<file path="src/logic/otg_pkg.sv">
// constants and carrier types for the channel-b overcurrent trip and gain trim block
// assumes a 16-bit register port with 8-bit word addresses and a 1-bit modulator stream
package otg_pkg;

    // register word addresses
    localparam logic [7:0]  ADDR_GAIN_TRIM   = 8'hC6;
    localparam logic [7:0]  ADDR_TRIP_CFG    = 8'hC7;
    localparam logic [7:0]  ADDR_TRIP_HIGH   = 8'hC8;
    localparam logic [7:0]  ADDR_TRIP_LOW    = 8'hC9;

    // reset values
    localparam logic [15:0] RST_GAIN_TRIM    = 16'h0000;
    localparam logic [15:0] RST_TRIP_CFG     = 16'h0000;
    localparam logic [15:0] RST_TRIP_HIGH    = 16'h7FFF;
    localparam logic [15:0] RST_TRIP_LOW     = 16'h8000;

    // limits that switch a comparison off
    localparam logic [15:0] HIGH_DISABLE     = 16'h7FFF;
    localparam logic [15:0] LOW_DISABLE      = 16'h8000;

    // config field positions
    localparam int          CFG_EN_BIT       = 15;
    localparam int          CFG_POL_BIT      = 14;
    localparam int          CFG_RSVD_BIT     = 13;
    localparam int          CFG_NUM_HI       = 12;
    localparam int          CFG_NUM_LO       = 8;

    // fast filter shape
    localparam int          FAST_OSR         = 64;
    localparam int          OSR_BITS         = 6;
    localparam int          SINC_W           = 19;
    localparam logic [18:0] SINC_MID         = 19'h2_0000;
    localparam logic [15:0] FILT_POS_MAX     = 16'h7FFF;

    // gain trim arithmetic
    localparam logic [17:0] GAIN_UNITY       = 18'h1_0000;
    localparam int          GAIN_SHIFT       = 16;
    localparam logic [23:0] DATA_POS_MAX     = 24'h7F_FFFF;
    localparam logic [23:0] DATA_NEG_MAX     = 24'h80_0000;

    // deglitch counter width (holds up to 128)
    localparam int          CNT_W            = 8;

    typedef struct packed {
        logic       enable;
        logic       polarity;
        logic       reserved;
        logic [4:0] count;
    } otg_cfg_t;

    typedef struct packed {
        logic        valid;
        logic [23:0] data;
    } otg_sample_t;

endpackage

</file>
<file path="src/logic/otg_sinc3.sv">
// third-order sinc decimator, fixed ratio, on the 1-bit modulator stream
// assumes modStrobe marks one modulator bit per pulse; clear holds it idle
`timescale 1ns/1ps
`default_nettype none
module otg_sinc3
(
    input  wire logic        clk,
    input  wire logic        srst,
    input  wire logic        clear,
    input  wire logic        modStrobe,
    input  wire logic        modBit,
    output logic             filtValid,
    output logic [15:0]      filtValue
);

    logic [18:0] int1_q, int2_q, int3_q, int1_d, int2_d, int3_d;
    logic [18:0] dly1_q, dly2_q, dly3_q, dly1_d, dly2_d, dly3_d;
    logic [5:0]  phase_q, phase_d;
    logic        valid_q, valid_d;
    logic [15:0] value_q, value_d;
    logic [18:0] c1, c2, c3;
    logic [18:0] centred;

    ////////////////////////////////////////////////////////////////////////////
    // integrators wrap on purpose: modulo arithmetic cancels in the combs
    always_comb
    begin
        int1_d  = int1_q;
        int2_d  = int2_q;
        int3_d  = int3_q;
        dly1_d  = dly1_q;
        dly2_d  = dly2_q;
        dly3_d  = dly3_q;
        phase_d = phase_q;
        valid_d = 1'b0;
        value_d = value_q;
        c1      = int3_q - dly1_q;
        c2      = c1 - dly2_q;
        c3      = c2 - dly3_q;
        centred = c3 - otg_pkg::SINC_MID;
        if (clear)
        begin
            int1_d  = '0;
            int2_d  = '0;
            int3_d  = '0;
            dly1_d  = '0;
            dly2_d  = '0;
            dly3_d  = '0;
            phase_d = '0;
        end
        else if (modStrobe)
        begin
            int1_d  = int1_q + {18'h0_0000, modBit};
            int2_d  = int2_q + int1_q;
            int3_d  = int3_q + int2_q;
            phase_d = phase_q + 6'h01;
            if (phase_q == 6'(otg_pkg::FAST_OSR - 1))
            begin
                dly1_d  = int3_q;
                dly2_d  = c1;
                dly3_d  = c2;
                valid_d = 1'b1;
                // full-scale positive lands one past the 16-bit range, so clip it
                if (!centred[18] && centred[17])
                    value_d = otg_pkg::FILT_POS_MAX;
                else
                    value_d = centred[17:2];
            end
        end
    end

    always_ff @(posedge clk)
    begin
        if (srst)
        begin
            int1_q  <= '0;
            int2_q  <= '0;
            int3_q  <= '0;
            dly1_q  <= '0;
            dly2_q  <= '0;
            dly3_q  <= '0;
            phase_q <= '0;
            valid_q <= 1'b0;
            value_q <= '0;
        end
        else
        begin
            int1_q  <= int1_d;
            int2_q  <= int2_d;
            int3_q  <= int3_d;
            dly1_q  <= dly1_d;
            dly2_q  <= dly2_d;
            dly3_q  <= dly3_d;
            phase_q <= phase_d;
            valid_q <= valid_d;
            value_q <= value_d;
        end
    end

    assign filtValid = valid_q;
    assign filtValue = value_q;

endmodule
`default_nettype wire

</file>
<file path="src/logic/otg_trip.sv">
// What this block does
// - hold channel-b gain trim as 16-bit two's complement, step 1/65536
// - multiply channel-b data by one plus signed trim
// - trip enable runs fast filter and comparator; clear stops both
// - fast filter is also held clear whenever converterEnable is low
// - trip output low on fault when polarity 0, high when 1
// - fault is the OR of high and low trip flags
// - shared pin shows fault only when its source selects trip; format shapes drive
// - flag sets only after threshold exceeded for selected consecutive conversions
// - 5-bit deglitch code decodes to a count from 1 to 128
// - fast filter is third-order sinc with fixed ratio 64
// - deglitch count restarts whenever filter output returns within threshold
// - high flag when filter above signed high limit; 7FFFh disables
// - low flag when filter below signed low limit; 8000h disables
//
// top of the trip and trim block: register port, gain trim, sinc filter, comparator, pin
// assumes a synchronous register port and a converter-enable level from the analog side
`timescale 1ns/1ps
`default_nettype none
module otg_trip
(
    input  wire logic        clk,
    input  wire logic        srst,
    input  wire logic        regWrEn,
    input  wire logic        regRdEn,
    input  wire logic [7:0]  regAddr,
    input  wire logic [15:0] regWrData,
    output logic [15:0]      regRdData,
    input  wire logic        converterEnable,
    input  wire logic        modStrobe,
    input  wire logic        modBit,
    input  wire logic        convValid,
    input  wire logic [23:0] convData,
    output logic             calValid,
    output logic [23:0]      calData,
    input  wire logic        sharedPinSourceSelect,
    input  wire logic        sharedPinOutputFormat,
    output logic             tripHighFlag,
    output logic             tripLowFlag,
    output logic             overcurrentTripOutput,
    output logic             sharedPinOut,
    output logic             sharedPinOe
);

    // deglitch code to conversion count
    function automatic logic [7:0] decodeCount(input logic [4:0] code);
        logic [7:0] n;
        n = 8'h01;
        if (code <= 5'd9)
            n = 8'(code) + 8'h01;                       // 1..10
        else if (code <= 5'd17)
            n = 8'(code) * 8'h02 - 8'h08;               // 12..26
        else if (code == 5'd18)
            n = 8'h1C;                                  // 28
        else if (code <= 5'd23)
            n = 8'(code) * 8'h08 - 8'h78;               // 32..64
        else
            n = 8'(code) * 8'h08 - 8'h78;               // 72..128, same step of eight
        return n;
    endfunction

    // signed 16-bit greater-than, shared by both comparisons
    function automatic logic sgt(input logic [15:0] a, input logic [15:0] b);
        return $signed(a) > $signed(b);
    endfunction

    ////////////////////////////////////////////////////////////////////////////
    // register file
    logic [15:0]       trim_q, trim_d;
    otg_pkg::otg_cfg_t cfg_q, cfg_d;
    logic [15:0]       high_q, high_d, low_q, low_d;
    logic [15:0]       rd_q, rd_d;

    always_comb
    begin
        trim_d = trim_q;
        cfg_d  = cfg_q;
        high_d = high_q;
        low_d  = low_q;
        rd_d   = rd_q;
        if (regWrEn)
        begin
            case (regAddr)
                otg_pkg::ADDR_GAIN_TRIM: trim_d = regWrData;
                otg_pkg::ADDR_TRIP_CFG:
                begin
                    cfg_d.enable   = regWrData[otg_pkg::CFG_EN_BIT];
                    cfg_d.polarity = regWrData[otg_pkg::CFG_POL_BIT];
                    cfg_d.reserved = regWrData[otg_pkg::CFG_RSVD_BIT];
                    cfg_d.count    = regWrData[otg_pkg::CFG_NUM_HI:otg_pkg::CFG_NUM_LO];
                end
                otg_pkg::ADDR_TRIP_HIGH: high_d = regWrData;
                otg_pkg::ADDR_TRIP_LOW:  low_d  = regWrData;
                default: ;
            endcase
        end
        if (regRdEn)
        begin
            case (regAddr)
                otg_pkg::ADDR_GAIN_TRIM: rd_d = trim_q;
                otg_pkg::ADDR_TRIP_CFG:  rd_d = {cfg_q, 8'h00};
                otg_pkg::ADDR_TRIP_HIGH: rd_d = high_q;
                otg_pkg::ADDR_TRIP_LOW:  rd_d = low_q;
                default:                 rd_d = 16'h0000;
            endcase
        end
    end

    always_ff @(posedge clk)
    begin
        if (srst)
        begin
            trim_q <= otg_pkg::RST_GAIN_TRIM;
            cfg_q  <= otg_pkg::RST_TRIP_CFG[15:8];
            high_q <= otg_pkg::RST_TRIP_HIGH;
            low_q  <= otg_pkg::RST_TRIP_LOW;
            rd_q   <= 16'h0000;
        end
        else
        begin
            trim_q <= trim_d;
            cfg_q  <= cfg_d;
            high_q <= high_d;
            low_q  <= low_d;
            rd_q   <= rd_d;
        end
    end

    assign regRdData = rd_q;

    ////////////////////////////////////////////////////////////////////////////
    // gain trim: data * (65536 + trim) / 65536, saturated to 24 bits
    logic signed [17:0] gainFactor;
    logic signed [41:0] gainProd;
    logic signed [25:0] gainShift;
    otg_pkg::otg_sample_t cal_q, cal_d;

    always_comb
    begin
        gainFactor = $signed(otg_pkg::GAIN_UNITY) + $signed({{2{trim_q[15]}}, trim_q});
        gainProd   = $signed(convData) * gainFactor;
        gainShift  = 26'(gainProd >>> otg_pkg::GAIN_SHIFT);
        cal_d      = cal_q;
        cal_d.valid = convValid;
        if (convValid)
        begin
            // a 1.5x gain can push full scale past 24 bits; clip rather than wrap
            if (gainShift > $signed({2'b00, otg_pkg::DATA_POS_MAX}))
                cal_d.data = otg_pkg::DATA_POS_MAX;
            else if (gainShift < $signed({2'b11, otg_pkg::DATA_NEG_MAX}))
                cal_d.data = otg_pkg::DATA_NEG_MAX;
            else
                cal_d.data = gainShift[23:0];
        end
    end

    always_ff @(posedge clk)
    begin
        if (srst)
            cal_q <= '0;
        else
            cal_q <= cal_d;
    end

    assign calValid = cal_q.valid;
    assign calData  = cal_q.data;

    ////////////////////////////////////////////////////////////////////////////
    // fast filter: gated by trip enable and by converterEnable, held clear when either is low
    logic        pathOn;
    logic        filtValid;
    logic [15:0] filtValue;

    assign pathOn = cfg_q.enable && converterEnable;

    otg_sinc3 u_sinc3
    (
        .clk       (clk),
        .srst      (srst),
        .clear     (!pathOn),
        .modStrobe (modStrobe),
        .modBit    (modBit),
        .filtValid (filtValid),
        .filtValue (filtValue)
    );

    ////////////////////////////////////////////////////////////////////////////
    // comparator and deglitch counters
    logic [7:0] hiCnt_q, hiCnt_d, loCnt_q, loCnt_d;
    logic       hiFlag_q, hiFlag_d, loFlag_q, loFlag_d;
    logic [7:0] need;
    logic       aboveHigh, belowLow;

    always_comb
    begin
        need      = decodeCount(cfg_q.count);
        aboveHigh = (high_q != otg_pkg::HIGH_DISABLE) && sgt(filtValue, high_q);
        belowLow  = (low_q != otg_pkg::LOW_DISABLE) && sgt(low_q, filtValue);
        hiCnt_d   = hiCnt_q;
        loCnt_d   = loCnt_q;
        hiFlag_d  = hiFlag_q;
        loFlag_d  = loFlag_q;
        if (!pathOn)
        begin
            hiCnt_d  = '0;
            loCnt_d  = '0;
            hiFlag_d = 1'b0;
            loFlag_d = 1'b0;
        end
        else if (filtValid)
        begin
            // counters stop at the target so a long fault cannot wrap them
            if (aboveHigh)
            begin
                if (hiCnt_q < need)
                    hiCnt_d = hiCnt_q + 8'h01;
                hiFlag_d = (hiCnt_q + 8'h01) >= need;
            end
            else
            begin
                hiCnt_d  = '0;
                hiFlag_d = 1'b0;
            end
            if (belowLow)
            begin
                if (loCnt_q < need)
                    loCnt_d = loCnt_q + 8'h01;
                loFlag_d = (loCnt_q + 8'h01) >= need;
            end
            else
            begin
                loCnt_d  = '0;
                loFlag_d = 1'b0;
            end
        end
    end

    always_ff @(posedge clk)
    begin
        if (srst)
        begin
            hiCnt_q  <= '0;
            loCnt_q  <= '0;
            hiFlag_q <= 1'b0;
            loFlag_q <= 1'b0;
        end
        else
        begin
            hiCnt_q  <= hiCnt_d;
            loCnt_q  <= loCnt_d;
            hiFlag_q <= hiFlag_d;
            loFlag_q <= loFlag_d;
        end
    end

    assign tripHighFlag = hiFlag_q;
    assign tripLowFlag  = loFlag_q;

    ////////////////////////////////////////////////////////////////////////////
    // trip output and shared pin, one flop behind the flags
    logic trip_q, trip_d, pin_q, pin_d, oe_q, oe_d;
    logic fault;

    always_comb
    begin
        fault  = hiFlag_q || loFlag_q;
        trip_d = cfg_q.polarity ? fault : !fault;
        pin_d  = 1'b0;
        oe_d   = 1'b0;
        if (sharedPinSourceSelect)
        begin
            if (sharedPinOutputFormat)
            begin
                // open drain: only a low is driven, a high is left to the pull-up
                pin_d = 1'b0;
                oe_d  = !trip_d;
            end
            else
            begin
                pin_d = trip_d;
                oe_d  = 1'b1;
            end
        end
    end

    always_ff @(posedge clk)
    begin
        if (srst)
        begin
            trip_q <= 1'b1;
            pin_q  <= 1'b0;
            oe_q   <= 1'b0;
        end
        else
        begin
            trip_q <= trip_d;
            pin_q  <= pin_d;
            oe_q   <= oe_d;
        end
    end

    assign overcurrentTripOutput = trip_q;
    assign sharedPinOut          = pin_q;
    assign sharedPinOe           = oe_q;
endmodule
`default_nettype wire

</file>
<file path="config.mk">
export PLATFORM = sky130hd
export DESIGN_NAME = otg_trip
export DESIGN_NICKNAME = d
export VERILOG_FILES = /design/src/logic/otg_pkg.sv /design/src/logic/otg_sinc3.sv /design/src/logic/otg_trip.sv
export SDC_FILE = /design/constraint.sdc
export NUM_CORES = 2
export LEC_CHECK = 0
export ABC_CLOCK_PERIOD_IN_PS = 10900
export BUFFER_PORTS_ARGS = -buffer_cell sky130_fd_sc_hd__buf_4
export CORE_AREA = 2 2 349 282
export CTS_CLUSTER_DIAMETER = 80
export DETAILED_ROUTE_END_ITERATION = 16
export DIE_AREA = 0 0 351 284
export PLACE_DENSITY = 0.47
export SYNTH_ARGS = -nofsm -noshare
export SYNTH_HDL_FRONTEND = slang
export SYNTH_SLANG_ARGS = --single-unit
</file>
<file path="constraint.sdc">
create_clock -name clk -period 10.9 [get_ports clk]
set_input_delay 2.18 -clock clk [delete_from_list [all_inputs] [get_ports clk]]
set_output_delay 2.18 -clock clk [all_outputs]
set_load 0.01 [all_outputs]
</file>
==> results.md <==
- Outcome: finished, final reports clean
- Worst Setup End Kind: flop
- Largest net degree at the start of global routing: 81
- Post-CTS Setup Inserts: 0
- Most common cell in the netlist: inv_1
- Clk root buf: clkbuf_16
- Share of layout cells above drive strength 1: 7.31%
- Crit path kind: primary input to flop
- CTS tree: done
- Total track usage: 16.6%
- Final Hold Viols: 0
- DR pass1 iterations: 5
- Critical path buffers and inverters: 6
- Post-Syn Area: 30,600 um^2
- CTS buffer count: 30
- CORE AREA: 96,100 um^2
- Worst endpoint required time: 11.34 ns
- Final ANT Viol Nets: 0
- Max cap viols: 0
- Number of port buffers: 103
- Cells after Synth: 3,602
- Later-pin clock latency in the skew report: 0.57 ns
- Chip Height: 284 um
- Starting Density: 31.9%
- Clock slew at reported path FFs: 0.06 ns
- GR Util met1: 25.4%
- CP Depth: 24
- Largest area contributor in the netlist: fa_1
- GR peak layer: met1
- RR Startpoint: trim_q[3]
- CP max stage cell: o31ai_4
- Arrival @ worst endpoint: 9.42 ns
- R2R depth: 24
- DP HPWL: 62.5 mm
- DIE AREA: 99,700 um^2
- Fmax: 111 MHz
- Max_slew headroom: 37.2%
- Slew Limit Fails: 0
- Clk_skew: 0.0150 ns
- Peak VDD IR: 0.000107 V
- Top cells by area, synth: fa_1 (25%), dfxtp_1 (17%), ha_1 (12%)
- Hold wc startpoint: u_sinc3.dly3_q[3]
- Hold path depth: 2
- Vias per cell: 4.67
- Fin nets: 4,338
- Worst Tran Pin Value: 0.939 ns
- CP Cell Sequence: buf_4, and2_1, fa_1, inv_1, fa_1, fa_1, inv_1, fa_1, fa_1, inv_1, fa_1, inv_1, ha_1, a21oi_1, o21ai_0, nor4_1, nor2_1, nand3_1, a21boi_0, nor2_1, xnor2_1, o31ai_4, buf_4, a211oi_2
- List of most frequent post-synthesis cells: inv_1 (585), nand2_1 (481), fa_1 (382)
- CP peak stage delay: 0.71 ns
- Synth Flop Type: dfxtp_1
- Number of synthesis warnings: 0
- Die width: 351 um
- Post-synth EDFFs: 0
- Final setup vio count: 0
- Max clock buf depth: 3
- Wire length per cell: 16.4 um
- Vias in the first global route: 23,600
- Fillers: 10,100
- Initial antenna violation count: 3
- First-pass GRT wire length: 133 mm
- RSZ-0062 raised after global routing: no
- Library cells used by synthesis: 93
- Inst Count DP: 4,860
- Avg Inst Size Synth: 8.51 um^2
- Hold WC Path Type: flop to flop
- CP Max Fanout: 17
- CP Launch Type: primary input
- # hold bufs at CTS: 0
- GP Congestion: 0.813
- Rows: 102
- GR met3 Demand/Resource: 2.74%
- Number of synthesized register bits: 255
- Power Dens Cells: 65.5 nW/um^2
- Initial drt markers: 1,107
- # DRC: 0
- H-tree levels: 1
- Non-Filler Instances: 4,913
- Seq/Total Area, Yosys: 16.7%
- Vias: 22,900
- Pleak: 15.4 nW
- Global route overflow: 0
- Top Ports: 104
- Syn_nets: 4,348
- Crit path from: convData[15]
- CP dominant cell by count: fa_1
- Post_cts resized: 0
- CP delay by family, top: adder cells
- Tmin final: 8.98 ns
- Met2 usage: 24.8%
- Clock sink count: 255
- Layout Area Growth over Synthesis: 9.53%
- Fin Setup TNS: 0 ns
- Post-Route WL: 80.6 mm
- Period utilisation layout: 82.3%
- Top-area cell type share of the netlist area: 25.0%
- Post-synth ARST share: 0%
==> cell families (layout without fill, tap and decap cells) <==
family	count (synthesis)	in the layout	share of synthesized area [%]
buffers and inverters	756	766	9.38
other	1	2	0.0122
DFF	255	255	16.7
AOI/OAI and AO/OA	575	575	12.9
muxes	45	45	1.56
xor gates and xnor gates	142	142	4.10
adders and majority gates	688	688	37.5
and+or+nand+nor	1140	1140	17.9
==> worst min-delay path, stage by stage (launching register included) <==
cell	delay (ns)
dfxtp_1	0.30
nand2_1	0.05
a21oi_1	0.05
==> stage by stage <==
stage	util [%]	worst slack [ns]	instance area (um^2)	total power, mW	hold WS, ns
6_report	34.9	1.92	33600	2.20	0.451
5_1_grt	34.9	1.48	33600	2.30	0.467
4_1_cts	34.9	1.97	33600	2.24	0.455
3_5_place_dp	33.9	1.35	32600	1.19	0.447
3_3_place_gp	33.9	1.47	32600	1.19	0.442
2_1_floorplan	-	2.26	30600	1.10	0.436
==> cells in the final DEF, fill, tap and decap left out, drive strengths merged, types with 7 or more instances in the layout <==
master,n
ha,306
buf,129
or3,13
and3,20
nor4,12
o21ai,65
nand3,50
or2,9
mux2,21
o21a,37
a221oi,22
clkbuf,40
a31oi,19
nor2b,37
inv,585
a21boi,10
clkinv,7
nand2b,11
nand4,26
o21bai,17
a22oi,18
a21oi,221
o31a,7
xor2,48
nand3b,21
fa,382
o31ai,11
a211oi,43
nand2,481
nor2,184
o211ai,14
nor3,32
xnor2,93
a21o,47
dfxtp,255
mux2i,24
and2,219
==> metal layers <==
metal	up-vias	routed length [um]	share of wire (%)
met5	-	17	0.021
met4	4	1030	1.3
met3	67	3990	4.9
met2	346	33300	41
met1	11000	42300	52
li1	11600	-	-
==> path summary, 6_finish.rpt <==
kind,to,slack (ns)
hold reg to reg,u_sinc3.dly3_q[3],0.45
setup reg to reg,calData[19],2.66
setup / recovery,calData[19],1.92
hold / removal,u_sinc3.dly3_q[3],0.45
==> layout make-up <==
class / count / area [um^2] / share of cell area, %
timing repair buffer: 129 / 968 / 2.89
antenna: 1 / 2.50 / 0.00746
sequential: 255 / 5110 / 15.2
clock inverter: 12 / 140 / 0.418
tap: 1300 / 1630 / 4.85
clock buffer: 40 / 840 / 2.50
inverter: 585 / 2200 / 6.54
multi-input combinational: 2591 / 22700 / 67.6
==> power by group <==
part           leakage, nW  switching, mW  internal (mW)
Clock                0.481          0.420          0.606
Combinational         12.9          0.137         0.0791
Sequential            2.06         0.0138          0.942
Total                 15.4          0.571           1.63
==> state kept, by name (all words and copies together), names as in the netlist <==
name	flops
calData	24
calValid	1
cfg_q	8
hiCnt_q	8
high_q	16
loCnt_q	8
low_q	16
overcurrentTripOutput	1
regRdData	16
sharedPinOe	1
sharedPinOut	1
trim_q	16
tripHighFlag	1
tripLowFlag	1
u_sinc3.dly1_q	19
u_sinc3.dly2_q	19
u_sinc3.dly3_q	19
u_sinc3.filtValid	1
u_sinc3.filtValue	16
u_sinc3.int1_q	19
u_sinc3.int2_q	19
u_sinc3.int3_q	19
u_sinc3.phase_q	6
(Power assumes the default switching activity.)
